--- config.mk ---
export PLATFORM = sky130hd
export DESIGN_NAME = pbc_port
export DESIGN_NICKNAME = d
export VERILOG_FILES = /design/src/hdl/pbc_pkg.sv /design/src/hdl/pbc_sync.sv /design/src/hdl/pbc_pin_cell.sv /design/src/hdl/pbc_port.sv
export SDC_FILE = /design/constraint.sdc
export NUM_CORES = 1
export LEC_CHECK = 0
export ABC_AREA = 1
export BUFFER_PORTS_ARGS = -buffer_cell sky130_fd_sc_hd__buf_2
export CAP_MARGIN = 20
export CORE_MARGIN = 4
export CORE_UTILIZATION = 58
export DETAILED_ROUTE_END_ITERATION = 12
export GPL_TIMING_DRIVEN = 0
export PLACE_DENSITY = 0.87
export SYNTH_ARGS = -nofsm -noshare
export SYNTH_HDL_FRONTEND = slang
export SYNTH_HIERARCHICAL = 1
export SYNTH_SLANG_ARGS = --single-unit
--- constraint.sdc ---
create_clock -name clock -period 2.3 [get_ports clock]
set_clock_uncertainty 0.15 [all_clocks]
set_input_delay 0.23 -clock clock [delete_from_list [all_inputs] [get_ports clock]]
set_output_delay 0.23 -clock clock [all_outputs]
set_load 0.05 [all_outputs]
--- src/hdl/pbc_pkg.sv ---
// package of constants, types and decode helpers for the port pin bit configuration block
//
// Notes on behaviour
// - an input pin has its output driver fully off, leaving the pin floating.
// - in input mode the pin level is latched at each instruction start.
// - in input mode master still moves to slave at each instruction end.
// - low control bits 00 bidirectional, 10 output, 01 input, 11 peripheral output.
// - input mode uses cmos levels when upper bit is 0; other modes use ttl.
// - output mode drives push-pull when upper bit is 0, open-drain when 1.
// - output mode copies master into input and slave latches at instruction end.
// - bidirectional mode is open-drain, with weak pull-up when upper bit is 0.
// - bidirectional mode samples pin at start, moves master to slave at end.
// - peripheral output mode lets the peripheral load the slave latch.
// - peripheral output with nothing attached: push-pull high, open-drain released.
// - each pin's input buffer feeds every peripheral input on that pin.
// - port reads and writes keep working while peripherals use the pin.
// - converter pin in open-drain ttl peripheral mode forces peripheral output high.
// - converter pin with all three bits set is analog input, driver off.
// - data writes load the master latch always; reads return the input latch.
// - reset gives bidirectional weak pull-up mode and data register all ones.
// - several peripheral outputs on one pin are combined by logical and.
package pbc_pkg;

  // ****************************************
  // widths
  // ****************************************
  localparam int PBC_PINS     = 8;
  localparam int PBC_AF_SRCS  = 2;
  localparam int PBC_SEL_W    = 2;

  // ****************************************
  // register selects
  // ****************************************
  localparam logic [1:0] PBC_SEL_DATA  = 2'h0;
  localparam logic [1:0] PBC_SEL_LOWER = 2'h1;
  localparam logic [1:0] PBC_SEL_MID   = 2'h2;
  localparam logic [1:0] PBC_SEL_UPPER = 2'h3;

  // ****************************************
  // reset values and pin capabilities
  // ****************************************
  localparam logic [7:0] PBC_DATA_RST  = 8'hff;
  localparam logic [7:0] PBC_CTRL_RST  = 8'h00;
  localparam logic [7:0] PBC_ADC_PINS  = 8'h0f;
  localparam logic [7:0] PBC_SCHM_PINS = 8'h00;
  localparam logic [7:0] PBC_WPU_PINS  = 8'hff;

  // ****************************************
  // pin modes
  // ****************************************
  typedef enum logic [4:0] {
    PBC_MODE_BID    = 5'h01,
    PBC_MODE_OUT    = 5'h02,
    PBC_MODE_IN     = 5'h04,
    PBC_MODE_AFOUT  = 5'h08,
    PBC_MODE_ANALOG = 5'h10
  } pbc_mode_t;

  typedef struct packed {
    logic upper;
    logic middle;
    logic lower;
  } pbc_cfg_t;

  typedef struct packed {
    logic drv_val;
    logic drv_oe_n;
    logic pullup_en;
    logic ttl_sel;
    logic analog_en;
  } pbc_drive_t;

  typedef struct packed {
    logic [PBC_SEL_W-1:0] sel;
    logic                 wr_en;
    logic                 rd_en;
    logic [7:0]           wdata;
  } pbc_reg_req_t;

  // control bits of one pin to its mode
  function automatic pbc_mode_t pbc_decode(input pbc_cfg_t cfg, input logic is_adc);
    pbc_mode_t m;
    m = PBC_MODE_BID;
    unique case ({cfg.middle, cfg.lower})
      2'b00: m = PBC_MODE_BID;
      2'b10: m = PBC_MODE_OUT;
      2'b01: m = PBC_MODE_IN;
      2'b11: m = (is_adc && cfg.upper) ? PBC_MODE_ANALOG : PBC_MODE_AFOUT;
    endcase
    return m;
  endfunction : pbc_decode

endpackage : pbc_pkg

--- src/hdl/pbc_sync.sv ---
// two-stage synchroniser for the pin inputs
`timescale 1ns/1ps
module pbc_sync (
  // clock and reset
  input  wire logic       clock,
  input  wire logic       resetn,
  // data
  input  wire logic [7:0] async_in,
  output logic      [7:0] sync_out
);
  import pbc_pkg::*;

  logic [7:0] meta_r;

  always_ff @(posedge clock) begin
    if (!resetn) begin
      meta_r   <= 8'h00;
      sync_out <= 8'h00;
    end else begin
      meta_r   <= async_in;
      sync_out <= meta_r;
    end
  end

endmodule : pbc_sync

--- src/hdl/pbc_pin_cell.sv ---
// output buffer and input threshold selection for one pin
`timescale 1ns/1ps
module pbc_pin_cell (
  // configuration
  input  wire pbc_pkg::pbc_cfg_t   cfg,
  input  wire logic                is_adc,
  input  wire logic                is_schmitt,
  input  wire logic                has_wpu,
  // latch
  input  wire logic                slave,
  // buffer controls
  output pbc_pkg::pbc_drive_t      drive
);
  import pbc_pkg::*;

  pbc_mode_t mode;

  always_comb begin
    mode            = pbc_decode(cfg, is_adc);
    drive.drv_val   = slave;
    drive.drv_oe_n  = 1'b1;
    drive.pullup_en = 1'b0;
    drive.analog_en = 1'b0;
    drive.ttl_sel   = !is_schmitt;
    unique case (mode)
      PBC_MODE_IN: begin
        drive.drv_oe_n = 1'b1;
        drive.ttl_sel  = !is_schmitt && cfg.upper;
      end
      PBC_MODE_OUT, PBC_MODE_AFOUT: begin
        // open-drain only pulls low; push-pull drives both levels
        drive.drv_oe_n = cfg.upper ? slave : 1'b0;
      end
      PBC_MODE_BID: begin
        drive.drv_oe_n  = slave;
        drive.pullup_en = !cfg.upper && has_wpu;
      end
      PBC_MODE_ANALOG: begin
        // released high on the same edge as the analog enable
        drive.drv_val   = 1'b1;
        drive.drv_oe_n  = 1'b1;
        drive.analog_en = 1'b1;
      end
    endcase
  end

endmodule : pbc_pin_cell

--- src/hdl/pbc_port.sv ---
// eight-bit configurable port: registers, latches, peripheral routing and pin drive
`timescale 1ns/1ps
module pbc_port (
  // clock and reset
  input  wire logic                                    clock,
  input  wire logic                                    resetn,
  // instruction timing from the core
  input  wire logic                                    instr_start,
  input  wire logic                                    instr_end,
  // register access from the core
  input  wire pbc_pkg::pbc_reg_req_t                   reg_req,
  output logic [7:0]                                   reg_rdata,
  // pins
  input  wire logic [7:0]                              pin_in,
  output logic [7:0]                                   pin_out,
  output logic [7:0]                                   pin_oe_n,
  output logic [7:0]                                   pin_pullup_en,
  output logic [7:0]                                   pin_ttl_sel,
  output logic [7:0]                                   pin_analog_en,
  // peripherals
  input  wire logic [pbc_pkg::PBC_PINS*pbc_pkg::PBC_AF_SRCS-1:0] periph_out,
  input  wire logic [pbc_pkg::PBC_PINS*pbc_pkg::PBC_AF_SRCS-1:0] periph_attached,
  output logic [7:0]                                   periph_in
);
  import pbc_pkg::*;

  // ****************************************
  // state
  // ****************************************
  logic [7:0]  port_data_register_r;   // master latches
  logic [7:0]  slave_r;
  logic [7:0]  in_latch_r;
  logic [7:0]  cfg_upper_r;
  logic [7:0]  cfg_middle_r;
  logic [7:0]  cfg_lower_r;
  logic [7:0]  pin_sync;
  logic [7:0]  af_val;
  pbc_cfg_t    cfg       [PBC_PINS];
  pbc_mode_t   mode      [PBC_PINS];
  pbc_drive_t  drive     [PBC_PINS];
  logic [7:0]  slave_nxt;
  logic [7:0]  in_latch_nxt;
  logic [7:0]  rdata_nxt;

  // ****************************************
  // pin input synchroniser
  // ****************************************
  pbc_sync u_sync (
    .clock    (clock),
    .resetn   (resetn),
    .async_in (pin_in),
    .sync_out (pin_sync)
  );

  // ****************************************
  // per-pin decode and buffer cell
  // ****************************************
  genvar gi;
  generate
    for (gi = 0; gi < PBC_PINS; gi++) begin : g_pin
      assign cfg[gi].upper  = cfg_upper_r[gi];
      assign cfg[gi].middle = cfg_middle_r[gi];
      assign cfg[gi].lower  = cfg_lower_r[gi];
      assign mode[gi]       = pbc_decode(cfg[gi], PBC_ADC_PINS[gi]);

      pbc_pin_cell u_cell (
        .cfg        (cfg[gi]),
        .is_adc     (PBC_ADC_PINS[gi]),
        .is_schmitt (PBC_SCHM_PINS[gi]),
        .has_wpu    (PBC_WPU_PINS[gi]),
        .slave      (slave_r[gi]),
        .drive      (drive[gi])
      );
    end
  endgenerate

  // ****************************************
  // peripheral output combining
  // ****************************************
  // unattached sources count as ones, so no source drives the pin high in push-pull and releases it in open-drain
  always_comb begin
    af_val = 8'hff;
    for (int p = 0; p < PBC_PINS; p++) begin
      for (int s = 0; s < PBC_AF_SRCS; s++) begin
        if (periph_attached[p*PBC_AF_SRCS+s]) begin
          af_val[p] = af_val[p] & periph_out[p*PBC_AF_SRCS+s];
        end
      end
    end
  end

  // ****************************************
  // control registers
  // ****************************************
  always_ff @(posedge clock) begin
    if (!resetn) begin
      cfg_upper_r  <= PBC_CTRL_RST;
      cfg_middle_r <= PBC_CTRL_RST;
      cfg_lower_r  <= PBC_CTRL_RST;
    end else if (reg_req.wr_en) begin
      unique case (reg_req.sel)
        PBC_SEL_UPPER: cfg_upper_r  <= reg_req.wdata;
        PBC_SEL_MID:   cfg_middle_r <= reg_req.wdata;
        PBC_SEL_LOWER: cfg_lower_r  <= reg_req.wdata;
        PBC_SEL_DATA:  ;
      endcase
    end
  end

  // ****************************************
  // master latches
  // ****************************************
  // written whatever the pin configuration
  always_ff @(posedge clock) begin
    if (!resetn) begin
      port_data_register_r <= PBC_DATA_RST;
    end else if (reg_req.wr_en && reg_req.sel == PBC_SEL_DATA) begin
      port_data_register_r <= reg_req.wdata;
    end
  end

  // ****************************************
  // slave latch next value
  // ****************************************
  always_comb begin
    slave_nxt = slave_r;
    for (int p = 0; p < PBC_PINS; p++) begin
      unique case (mode[p])
        PBC_MODE_AFOUT: begin
          // converter pin in open-drain ttl setting is held high
          if (PBC_ADC_PINS[p] && cfg[p].upper) begin
            slave_nxt[p] = 1'b1;
          end else begin
            slave_nxt[p] = af_val[p];
          end
        end
        PBC_MODE_ANALOG: begin
          slave_nxt[p] = 1'b1;
        end
        PBC_MODE_IN, PBC_MODE_OUT, PBC_MODE_BID: begin
          if (instr_end) begin
            slave_nxt[p] = port_data_register_r[p];
          end
        end
      endcase
    end
  end

  always_ff @(posedge clock) begin
    if (!resetn) begin
      slave_r <= PBC_DATA_RST;
    end else begin
      slave_r <= slave_nxt;
    end
  end

  // ****************************************
  // input latch next value
  // ****************************************
  always_comb begin
    in_latch_nxt = in_latch_r;
    for (int p = 0; p < PBC_PINS; p++) begin
      unique case (mode[p])
        PBC_MODE_OUT: begin
          if (instr_end) begin
            in_latch_nxt[p] = port_data_register_r[p];
          end
        end
        PBC_MODE_IN, PBC_MODE_BID, PBC_MODE_AFOUT, PBC_MODE_ANALOG: begin
          if (instr_start) begin
            in_latch_nxt[p] = pin_sync[p];
          end
        end
      endcase
    end
  end

  always_ff @(posedge clock) begin
    if (!resetn) begin
      in_latch_r <= PBC_DATA_RST;
    end else begin
      in_latch_r <= in_latch_nxt;
    end
  end

  // ****************************************
  // register read data
  // ****************************************
  always_comb begin
    rdata_nxt = reg_rdata;
    if (reg_req.rd_en) begin
      unique case (reg_req.sel)
        PBC_SEL_DATA:  rdata_nxt = in_latch_r;
        PBC_SEL_LOWER: rdata_nxt = cfg_lower_r;
        PBC_SEL_MID:   rdata_nxt = cfg_middle_r;
        PBC_SEL_UPPER: rdata_nxt = cfg_upper_r;
      endcase
    end
  end

  always_ff @(posedge clock) begin
    if (!resetn) begin
      reg_rdata <= 8'h00;
    end else begin
      reg_rdata <= rdata_nxt;
    end
  end

  // ****************************************
  // pin drive registers
  // ****************************************
  always_ff @(posedge clock) begin
    if (!resetn) begin
      pin_out       <= PBC_DATA_RST;
      pin_oe_n      <= 8'hff;
      pin_pullup_en <= PBC_WPU_PINS;
      pin_ttl_sel   <= ~PBC_SCHM_PINS;
      pin_analog_en <= 8'h00;
    end else begin
      for (int p = 0; p < PBC_PINS; p++) begin
        pin_out[p]       <= drive[p].drv_val;
        pin_oe_n[p]      <= drive[p].drv_oe_n;
        pin_pullup_en[p] <= drive[p].pullup_en;
        pin_ttl_sel[p]   <= drive[p].ttl_sel;
        pin_analog_en[p] <= drive[p].analog_en;
      end
    end
  end

  // ****************************************
  // peripheral inputs
  // ****************************************
  // every peripheral sharing a pin sees its buffered level in any mode
  always_ff @(posedge clock) begin
    if (!resetn) begin
      periph_in <= 8'h00;
    end else begin
      periph_in <= pin_sync;
    end
  end

endmodule : pbc_port

==> summary.md, run 1 <==
| Metric | Value |
|---|---|
| DR DRC count | 0 |
| Critical path class | primary input to flip-flop |
| Mapped Avg Cell Area | 7.44 um^2 |
| WL per Instance | 15.5 um |
| Crit share post-route | 73.9% |
| Via Count | 5153 |
| Slew headroom | 51.6% |
| FF-to-FF Start | cfg_lower_r[6] |
| Lkg Pwr | 3.44 nW |
| Drt pass-1 iters | 5 |
| CTS tree | yes |
| First-pass GRT wire length | 24.6 mm |
| CP bufs+invs | 3 |
| Most frequent cell after synthesis | nand2_1 |
| Worst-margin pin slew | 725 ps |
| Fin crit period | 1700 ps |
| Synth cell count leaders | nand2_1 (179), dfxtp_1 (120), inv_1 (110) |
| Total congestion overflow | 0 |
| Diode count | 0 |
| Worst path top cell family by delay | buffers and inverters |
| Cells after Synth | 688 |
| Layout cells sized above 1 | 23.2% |
| EDFF count, synth | 0 |
| Slowest-stage cell, CP | dlygate4sd3_1 |
| Fill cells | 563 |
| Starting density of the core | 59.3% |
| Area added between synthesis and finish | 35.4% |
| Sink Count | 120 |
| Slowest cell delay on critical path | 630 ps |
| Number of vias per cell | 5.15 |
| Peak VDD IR | 655 uV |
| Hold buffers post-CTS | 44 |
| Setup_tns | 0 ps |
| H-tree depth | 4 |
| Tot Pwr | 5.80 mW |
| Register bit total from synthesis | 120 |
| Ys Warns | 6 |
| Pin count of the biggest net entering global routing | 17 |
| Die area | 10400 um^2 |
| P per Cell Area | 836 nW/um^2 |
| Top Ports | 112 |
| Tot GR Track Use | 30.8% |
| Gates resized, CTS repair | 0 |
| Postcts setup bufs | 0 |
| Crit-path cells | dlygate4sd3_1, buf_6, nor2_8, dlygate4sd3_1, nand3_1, a21oi_1 |
| Worst slack, placed | 766 ps |
| Initial antenna violation count | 0 |
| Yosys cell types | 31 |
| Maxcap violations | 0 |
| Dpl hpwl | 9.74 mm |
| Asr flop ratio synth | 0% |
| Worst Hold Launch | instr_start |
| Fmax | 588 MHz |
| Core Util, Final | 80.3% |
| Nets@finish | 936 |
| Unrepaired setup endpoints after global routing | no |
| WL final | 15.5 mm |
| Die height | 102 um |
| Clk root buf | clkbuf_8 |
| Hold Crit Class | primary input to flip-flop |
| Vias in the first global route | 5089 |
| Crit end category | flip-flop |
| Worst Setup SP | reg_req[11] |
| Row cnt | 34 |
| Top post-synthesis cells by area | dfxtp_1 (47%), nand2_1 (13%), inv_1 (8.1%) |
| Initial DRC count | 296 |
| Worst Setup Start Kind | primary input |
| Crit-path most repeated cell | dlygate4sd3_1 |
| CP max FO | 8 |
| Dpl cell area | 5870 um^2 |
| CORE AREA | 8640 um^2 |
| Status | complete, no violations |
| Max Slew Vio Count | 0 |
| Final instance area | 6930 um^2 |
| Final Hold Fails | 0 |
| Mapped Area | 5120 um^2 |
| Clk slew on worst S/H paths | 60 ps |
| Clock Latency Late Sink | 520 ps |
| Synth area leader | dfxtp_1 |
| Placer Congestion | 0.924 |
| Final setup viols | 0 |
| Sequential area share after synthesis | 46.9% |
| Ys flop type | dfxtp_1 |
| Port buffer count | 107 |
| Post-DRT Antenna Nets | 0 |
| Post-route setup slack | 599 ps |
| Max clock buf depth | 2 |
| Yosys top cell area share | 46.9% |
| CTS Buf Count | 17 |
| Data arrival, critical path | 1990 ps |
| Req. time, crit path | 2590 ps |
| DIE WIDTH | 102 um |
==> power by group <==
group	leakage (nW)	switching, mW	internal [mW]	total (mW)
clock	0.304	0.925	1.86	2.79
combinational	2.15	0.490	0.263	0.753
sequential	0.987	0.0676	2.19	2.26
total	3.44	1.48	4.31	5.80
==> stage by stage <==
step | hold slack [ps] | instances
3_3_place_gp | 242 | 925
3_5_place_dp | 246 | 925
2_1_floorplan | 172 | 710
5_1_grt | 26.3 | 1000
4_1_cts | 9.91 | 1000
6_report | 21.4 | 1000
==> layout by cell type (no fill, tap or decap), drive strengths merged, types with 11 or more instances in the layout <==
cell type	netlist	routed
a21oi	46	46
buf	20	127
clkbuf	5	28
conb	2	24
dfxtp	120	120
dlygate4sd3	0	44
inv	114	114
nand2	188	188
nand3	49	49
nor2	45	45
o211ai	11	11
o21ai	29	29
or2	40	40
==> path summary, 6_finish.rpt <==
kind / endpoint / slack (ps) / depth (start not counted)
max: cfg_lower_r[4] / 600 / 6
min: in_latch_r[7] / 20 / 4
min reg2reg: u_sync/sync_out[0] / 270 / 2
max reg2reg: slave_r[6] / 630 / 5
==> registers in the layout, summed over array words and instances, names as in the netlist <==
name	cells
port_data_register_r	8
reg_rdata	8
slave_r	8
in_latch_r	8
periph_in	8
pin_pullup_en	8
cfg_upper_r	8
cfg_middle_r	8
pin_analog_en	8
cfg_lower_r	8
pin_ttl_sel	8
u_sync/sync_out	8
pin_oe_n	8
u_sync/meta_r	8
pin_out	8
==> logic make-up (layout without fill, tap and decap cells) <==
kind of cell | count (synthesis) | count (layout) | share of synthesized area, %
buffers and inverters | 140 | 322 | 12.1
other | 2 | 24 | 0.147
flip-flops | 120 | 120 | 46.9
AND/OR/NAND/NOR | 325 | 325 | 28.8
AO/OA/AOI/OAI | 101 | 101 | 12.0
==> routing by layer <==
layer / vias up / wire length (um) / GRT usage, %
li1: 2498 / - / -
met1: 2367 / 6040 / 35.5
met2: 230 / 7750 / 53.7
met3: 58 / 1180 / 7.58
met4: 0 / 579 / 14.7
met5: - / 0 / 0
==> final cells by class <==
class | count | area [um^2] | area share [%]
Clock buffer | 23 | 477 | 6.87
Inverter | 115 | 438 | 6.32
Clock inverter | 8 | 143 | 2.06
Tap cell | 108 | 135 | 1.95
Sequential cell | 120 | 2400 | 34.6
Timing Repair Buffer | 151 | 976 | 14.1
Buffer | 25 | 181 | 2.62
Multi-Input combinational cell | 450 | 2180 | 31.5
==> tightest hold or removal path, stage by stage <==
cell	delay (ps)
buf_2	140
nand2_1	90
o211ai_1	100
nand3_1	90
Power figures use the tool's default switching activity.
==> inputs of run 2 (changes only) <==
--- a/config.mk
+++ b/config.mk
@@ -5,14 +5,14 @@
 export SDC_FILE = /design/constraint.sdc
 export NUM_CORES = 1
 export LEC_CHECK = 0
-export ABC_AREA = 1
+export ABC_AREA = 0
 export BUFFER_PORTS_ARGS = -buffer_cell sky130_fd_sc_hd__buf_2
 export CAP_MARGIN = 20
 export CORE_MARGIN = 4
-export CORE_UTILIZATION = 58
+export CORE_UTILIZATION = 54
 export DETAILED_ROUTE_END_ITERATION = 12
 export GPL_TIMING_DRIVEN = 0
-export PLACE_DENSITY = 0.87
+export PLACE_DENSITY = 0.83
 export SYNTH_ARGS = -nofsm -noshare
 export SYNTH_HDL_FRONTEND = slang
 export SYNTH_HIERARCHICAL = 1
==> constraint.sdc (replaced) <==
create_clock -name clock -period 1.77 [get_ports clock]
set_clock_uncertainty 0.15 [all_clocks]
set_input_delay 0.177 -clock clock [delete_from_list [all_inputs] [get_ports clock]]
set_output_delay 0.177 -clock clock [all_outputs]
set_load 0.05 [all_outputs]
==> summary.md, run 2 <==
| Metric | Value |
|---|---|
| Status | complete, no violations (unchanged) |
| Mapped Area | 4930 um^2 (was 5120 um^2) |
| Crit share post-route | 97.0% |
| P per Cell Area | 1040 nW/um^2 (was 836 nW/um^2) |
| Synth cell count leaders | dfxtp_1 (120), mux2i_1 (52), nand2b_1 (44) (was nand2_1 (179), dfxtp_1 (120), inv_1 (110)) |
| Data arrival, critical path | 1930 ps (was 1990 ps) |
| Layout cells sized above 1 | 26.2% (was 23.2%) |
| Worst Setup Start Kind | primary input (unchanged) |
| Slowest cell delay on critical path | 530 ps (was 630 ps) |
| Asr flop ratio synth | 0% (unchanged) |
| Post-synthesis adder-cell area fraction | 0% (unchanged) |
| Placer Congestion | 0.873 (was 0.924) |
| Sequential area share after synthesis | 48.8% (was 46.9%) |
| Hold Crit Class | primary input to flip-flop (unchanged) |
| Clk pwr share | 47.1% (was 48.1%) |
| Final instance area | 6830 um^2 (was 6930 um^2) |
| CORE AREA | 8810 um^2 (was 8640 um^2) |
| Most frequent cells in the layout | dfxtp_1 (120), buf_2 (113), dlygate4sd3_1 (53) (was nand2_1 (179), dfxtp_1 (120), buf_2 (113)) |
| Ys flop type | dfxtp_1 (unchanged) |
| Most common cell after layout, fill and taps aside | dfxtp_1 (was nand2_1) |
| Seq pwr share | 41.1% (was 38.9%) |
| Register bit total from synthesis | 120 (unchanged) |
| Peak VDD IR | 816 uV (was 655 uV) |
| CTS tree | yes (unchanged) |
| Area added between synthesis and finish | 38.6% (was 35.4%) |
| Mapped Avg Cell Area | 10.1 um^2 (was 7.44 um^2) |
| CP max FO | 14 (was 8) |
| Post-DRT Antenna Nets | 0 (unchanged) |
| Yosys top cell area share | 48.8% (was 46.9%) |
| Die height | 104 um (was 102 um) |
| Diode count | 0 (unchanged) |
| Main combinational cell family by area after synthesis | simple AND/OR/NAND/NOR gates (unchanged) |
| Drt pass-1 iters | 5 (unchanged) |
| Clock Latency Late Sink | 520 ps (about the same) |
| Maxcap violations | 0 (unchanged) |
| Sink Count | 120 (unchanged) |
| Max clock buf depth | 2 (unchanged) |
| Most frequent cell after synthesis | dfxtp_1 (was nand2_1) |
| Synth area leader | dfxtp_1 (unchanged) |
| Simple-gate share of the synthesized area | 28.7% (was 28.8%) |
| Nets@finish | 752 (was 936) |
| Final Hold Fails | 0 (unchanged) |
| Total congestion overflow | 0 (unchanged) |
| Lkg Pwr | 3.09 nW (was 3.44 nW) |
| Starting density of the core | 56.0% (was 59.3%) |
| Postcts setup bufs | 0 (unchanged) |
| Psw | 1.75 mW (was 1.48 mW) |
| EDFF count, synth | 0 (unchanged) |
| Tot GR Track Use | 26.9% (was 30.8%) |
| Fmax | 583 MHz |
| WL final | 14.2 mm (was 15.5 mm) |
| Synth Area in Compound Gates | 5.69% (was 12.0%) |
| Switching Share | 24.6% (was 25.6%) |
| DR DRC count | 0 (unchanged) |
| Fill cells | 555 (was 563) |
| Initial antenna violation count | 0 (unchanged) |
| Top Ports | 112 (unchanged) |
| Cells after Synth | 487 (was 688) |
| Row cnt | 34 (unchanged) |
| Int Pwr | 5.36 mW (was 4.31 mW) |
| Xor/xnor cell area share of the yosys netlist | 0% (unchanged) |
| CTS Buf Count | 17 (unchanged) |
| Port buffer count | 107 (unchanged) |
| Crit-path cells | dlygate4sd3_1, buf_2, buf_4, clkbuf_1, o21ai_0 (was dlygate4sd3_1, buf_6, nor2_8, dlygate4sd3_1, nand3_1, a21oi_1) |
| Clk slew on worst S/H paths | 60 ps (about the same) |
| Die area | 10700 um^2 (was 10400 um^2) |
| Tot Pwr | 7.11 mW (was 5.80 mW) |
| Worst-margin pin slew | 723 ps (was 725 ps) |
| Via Count | 4322 (was 5153) |
| DIE WIDTH | 104 um (was 102 um) |
| Top post-synthesis cells by area | dfxtp_1 (49%), mux2i_1 (11%), nand2b_1 (5.6%) (was dfxtp_1 (47%), nand2_1 (13%), inv_1 (8.1%)) |
| Clk root buf | clkbuf_8 (unchanged) |
| First-pass GRT wire length | 22.8 mm (was 24.6 mm) |
| Vias in the first global route | 4475 (was 5089) |
| Number of vias per cell | 5.29 (was 5.15) |
| Ys Warns | 6 (unchanged) |
| Mux contribution to synthesized area | 13.3% (was 0%) |
| Req. time, crit path | 1980 ps (was 2590 ps) |
| Yosys cell types | 32 (was 31) |
| WL per Instance | 17.4 um (was 15.5 um) |
| Pin count of the biggest net entering global routing | 17 (unchanged) |
| Final setup viols | 0 (unchanged) |
| Dpl hpwl | 8.51 mm (was 9.74 mm) |
| Slew headroom | 51.8% (was 51.6%) |
| Crit end category | flip-flop (unchanged) |
| Hold slack | 16.6 ps (was 21.4 ps) |
| Slowest-stage cell, CP | clkbuf_1 (was dlygate4sd3_1) |
| Critical path class | primary input to flip-flop (unchanged) |
| Max Slew Vio Count | 0 (unchanged) |
| Initial DRC count | 266 (was 296) |
| H-tree depth | 4 (unchanged) |
| Logic pwr share | 11.8% (was 13.0%) |
| Fin crit period | 1720 ps |
| Dpl cell area | 5710 um^2 (was 5870 um^2) |
[run 2: changes by cell type after synthesis, moves of 12 or more]
cell / previous run / this run
or2_2: 18 / 0
mux2i_1: 0 / 52
mux2_2: 0 / 12
inv_1: 110 / 8
nand3_1: 48 / 9
nand2_1: 179 / 36
nor2b_1: 0 / 40
and2_2: 0 / 12
nand2b_1: 0 / 44
nor2_1: 35 / 16
a21oi_1: 38 / 8
or2_1: 22 / 8
o21ai_0: 23 / 4
and2_1: 0 / 20
[run 2: power by group through the flow]
stage | combinational, mW | sequential [mW] | clock [mW]
after floorplan | 0.337 | 3.13 | 0
after global placement | 0.709 | 2.96 | 0
after detailed placement | 0.728 | 2.97 | 0
after CTS | 0.825 | 2.92 | 3.36
after global routing | 0.895 | 2.94 | 3.50
final | 0.842 | 2.92 | 3.35
[run 2: critical path, delay by kind of cell]
kind	cells	cell delay (ps)
buf+inv	4	1560
compound gates	1	190
[run 2: cell families after synthesis]
family,after synthesis
mux,64
compound gates,40
buf+inv,30
flops,120
simple gates,231
other cells,2
[run 2: final timing paths]
check                   start                 end  slack [ps]  depth (start not counted)
max                    resetn          slave_r[1]          50                          5
min                reg_req[8]        reg_rdata[2]          20                          3
max reg2reg   cfg_middle_r[3]       in_latch_r[3]         420                          3
min reg2reg  u_sync/meta_r[4]  u_sync/sync_out[4]         290                          1
[run 2: what timing repair did]
item | 4_1_cts | 5_1_grt
endpoints found under the setup margin | 0 | 1
gates resized for setup | 0 | 1
hold buffers | 53 | 0
endpoints found under the hold margin | 54 | 0
[run 2: routing by layer]
| metal | GRT usage (%) | routed length [um] |
|---|---|---|
| met1 | 30.1 | 5610 |
| met2 | 46.4 | 7050 |
| met3 | 7.71 | 945 |
| met4 | 14.5 | 573 |
| met5 | 0 | 0 |
[run 2: stage by stage]
step | setup TNS, ps | setup WS (ps) | utilization [%] | std cells
6_report | 0 | 53.6 | 77.6 | 817
5_1_grt | -5.43 | -5.43 | 77.6 | 817
4_1_cts | 0 | 89.8 | 77.5 | 817
3_5_place_dp | 0 | 109 | 64.8 | 732
3_3_place_gp | 0 | 120 | 64.8 | 732
2_1_floorplan | 0 | 580 | - | 517
[run 2: cell type report]
cell class | instances | area [um^2] | share of cell area, %
sequential | 120 | 2400 | 35.2
multi-input combinational | 367 | 2470 | 36.2
clock inverter | 8 | 92.6 | 1.36
buffer | 22 | 139 | 2.03
inverter | 8 | 30.0 | 0.440
tap | 108 | 135 | 1.98
clock buffer | 24 | 490 | 7.18
timing repair buffer | 160 | 1070 | 15.6
==> inputs of run 3 (changes only) <==
--- a/config.mk
+++ b/config.mk
@@ -5,14 +5,14 @@
 export SDC_FILE = /design/constraint.sdc
 export NUM_CORES = 1
 export LEC_CHECK = 0
-export ABC_AREA = 0
+export ABC_AREA = 1
 export BUFFER_PORTS_ARGS = -buffer_cell sky130_fd_sc_hd__buf_2
 export CAP_MARGIN = 20
 export CORE_MARGIN = 4
 export CORE_UTILIZATION = 54
 export DETAILED_ROUTE_END_ITERATION = 12
 export GPL_TIMING_DRIVEN = 0
-export PLACE_DENSITY = 0.83
+export PLACE_DENSITY = 0.82
 export SYNTH_ARGS = -nofsm -noshare
 export SYNTH_HDL_FRONTEND = slang
 export SYNTH_HIERARCHICAL = 1
==> summary.md, run 3 (same netlist as run 1, synthesis figures left out) <==
| Metric | Value |
|---|---|
| Initial antenna violation count | 0 (unchanged) |
| Max clock buf depth | 2 (unchanged) |
| Starting density of the core | 55.4% (was 56.0%) |
| Clk root buf | clkbuf_8 (unchanged) |
| FF-to-FF Start | cfg_middle_r[4] (was cfg_middle_r[3]) |
| Fin crit period | 1640 ps (was 1720 ps) |
| Clk slew on worst S/H paths | 60 ps (about the same) |
| Total congestion overflow | 0 (unchanged) |
| Top Ports | 112 (unchanged) |
| Layout cells sized above 1 | 23.3% (was 26.2%) |
| Worst slack, placed | 356 ps (was 109 ps) |
| Unrepaired setup endpoints after global routing | no |
| CTS tree | yes (unchanged) |
| Die area | 11100 um^2 (was 10700 um^2) |
| Final Hold Fails | 0 (unchanged) |
| Port buffer count | 107 (unchanged) |
| Postcts setup bufs | 0 (unchanged) |
| Max Slew Vio Count | 0 (unchanged) |
| Crit share post-route | 92.9% (was 97.0%) |
| Tot Pwr | 7.20 mW (was 7.11 mW) |
| Most frequent cells in the layout | nand2_1 (179), dfxtp_1 (119), buf_2 (113) (was dfxtp_1 (120), buf_2 (113), dlygate4sd3_1 (53)) |
| Data arrival, critical path | 1940 ps (was 1930 ps) |
| Worst Setup Start Kind | flip-flop (was primary input) |
| Final setup viols | 0 (unchanged) |
| Setup_tns | 0 ps (unchanged) |
| Worst-margin pin slew | 708 ps (was 723 ps) |
| Crit-path cells | nand2_1, a21oi_1, o21ai_0, dlygate4sd3_1, nand3_1 (was dlygate4sd3_1, buf_2, buf_4, clkbuf_1, o21ai_0) |
| Req. time, crit path | 2060 ps (was 1980 ps) |
| Drt pass-1 iters | 5 (unchanged) |
| Most common cell after layout, fill and taps aside | nand2_1 (was dfxtp_1) |
| CP max FO | 6 (was 14) |
| Worst Hold Launch | instr_end (was reg_req[8]) |
| DIE WIDTH | 105 um (was 104 um) |
| Critical path class | flip-flop to flip-flop (was primary input to flip-flop) |
| Fmax | 608 MHz (was 583 MHz) |
| Placer Congestion | 0.876 (was 0.873) |
| Slowest cell delay on critical path | 570 ps (was 530 ps) |
| Crit end category | flip-flop (unchanged) |
| Nets@finish | 938 (was 752) |
| Dpl hpwl | 9.45 mm (was 8.51 mm) |
| First-pass GRT wire length | 23.7 mm (was 22.8 mm) |
| Vias in the first global route | 5007 (was 4475) |
| Slowest-stage cell, CP | dlygate4sd3_1 (was clkbuf_1) |
| Diode count | 0 (unchanged) |
| Clock Latency Late Sink | 510 ps (was 520 ps) |
| Fill cells | 678 (was 555) |
| Post-route setup slack | 125 ps (was 53.6 ps) |
| Hold Crit Class | primary input to flip-flop (unchanged) |
| Worst path top cell family by delay | buffers and inverters (unchanged) |
| DR DRC count | 0 (unchanged) |
| CORE AREA | 9240 um^2 (was 8810 um^2) |
| H-tree depth | 4 (unchanged) |
| Number of vias per cell | 4.98 (was 5.29) |
| Die height | 105 um (was 104 um) |
| Initial DRC count | 276 (was 266) |
| Via Count | 5096 (was 4322) |
| Peak VDD IR | 724 uV (was 816 uV) |
| Tot GR Track Use | 26.6% (was 26.9%) |
| Pin count of the biggest net entering global routing | 17 (unchanged) |
| CTS Buf Count | 17 (unchanged) |
| Slew headroom | 52.8% (was 51.8%) |
| Worst Setup SP | cfg_middle_r[4] (was resetn) |
| Maxcap violations | 0 (unchanged) |
| WL per Instance | 14.2 um (was 17.4 um) |
| Row cnt | 35 (was 34) |
| Sink Count | 120 (unchanged) |
| Area added between synthesis and finish | 35.4% (was 38.6%) |
| Lkg Pwr | 3.42 nW (was 3.09 nW) |
| P per Cell Area | 1040 nW/um^2 (about the same) |
| Final instance area | 6930 um^2 (was 6830 um^2) |
| Status | complete, no violations (unchanged) |
| Placed Instances | 946 (was 732) |
| Post-DRT Antenna Nets | 0 (unchanged) |
| WL final | 14.6 mm (was 14.2 mm) |
| Dpl cell area | 5900 um^2 (was 5710 um^2) |
| CP bufs+invs | 1 (was 4) |
| Final non-filler cell total | 1023 (was 817) |
[run 3: cell count changes in the layout (fill, tap and decap cells not counted), sizes merged, moves of 39 or more]
cell    before  now
nand2       36  188
nand3       10   49
inv          8  114
nand2b      44    0
mux2i       52    0
nor2b       40    0
[run 3: worst register-to-register path: stages, from the launching register on]
cell and delay, ps:
dfxtp_1 440, nand2_1 120, a21oi_1 140, o21ai_0 100, dlygate4sd3_1 570, nand3_1 60
[run 3: layout make-up]
type | count | area (um^2) | area share (%)
repair buffers | 153 | 996 | 14.4
well taps | 129 | 161 | 2.33
flip-flops and latches | 120 | 2400 | 34.7
inverters | 115 | 438 | 6.32
multi-input cells | 450 | 2180 | 31.5
clock buffers | 23 | 477 | 6.87
plain buffers | 25 | 181 | 2.62
clock inverters | 8 | 95.1 | 1.37
[run 3: through the flow]
| stage | hold slack (ps) | util, % |
|---|---|---|
| final | 8.06 | 75.0 |
| after global placement | 206 | 63.9 |
| after CTS | 4.02 | 75.0 |
| after detailed placement | 211 | 63.9 |
| after global routing | 42.5 | 75.0 |
| after floorplan | 119 | - |
[run 3: layer usage]
metal  share of wire (%)  GRT usage (%)
met1                  40           30.9
met2                  50           47.6
met3                 7.9           5.94
met4                 2.4           9.65
met5                   0              0
[run 3: where the power goes]
part	switching, mW	leakage, nW	total, mW	internal (mW)
clock network	1.17	0.280	3.30	2.13
logic	0.623	2.15	0.968	0.344
registers	0.0857	0.988	2.93	2.84
total	1.88	3.42	7.20	5.32
[run 3: final timing paths]
check	end	slack, ps	cells past startpoint
hold / removal	slave_r[3]	8	4
hold reg to reg	u_sync/sync_out[5]	260	2
setup reg to reg	slave_r[4]	130	5
setup / recovery	slave_r[4]	130	5
[run 3: timing repair]
item / 4_1_cts / 5_1_grt
hold buffers: 46 / 0
resized for setup: 0 / 1
setup endpoints to repair: 0 / 1
hold endpoints to repair: 62 / 0
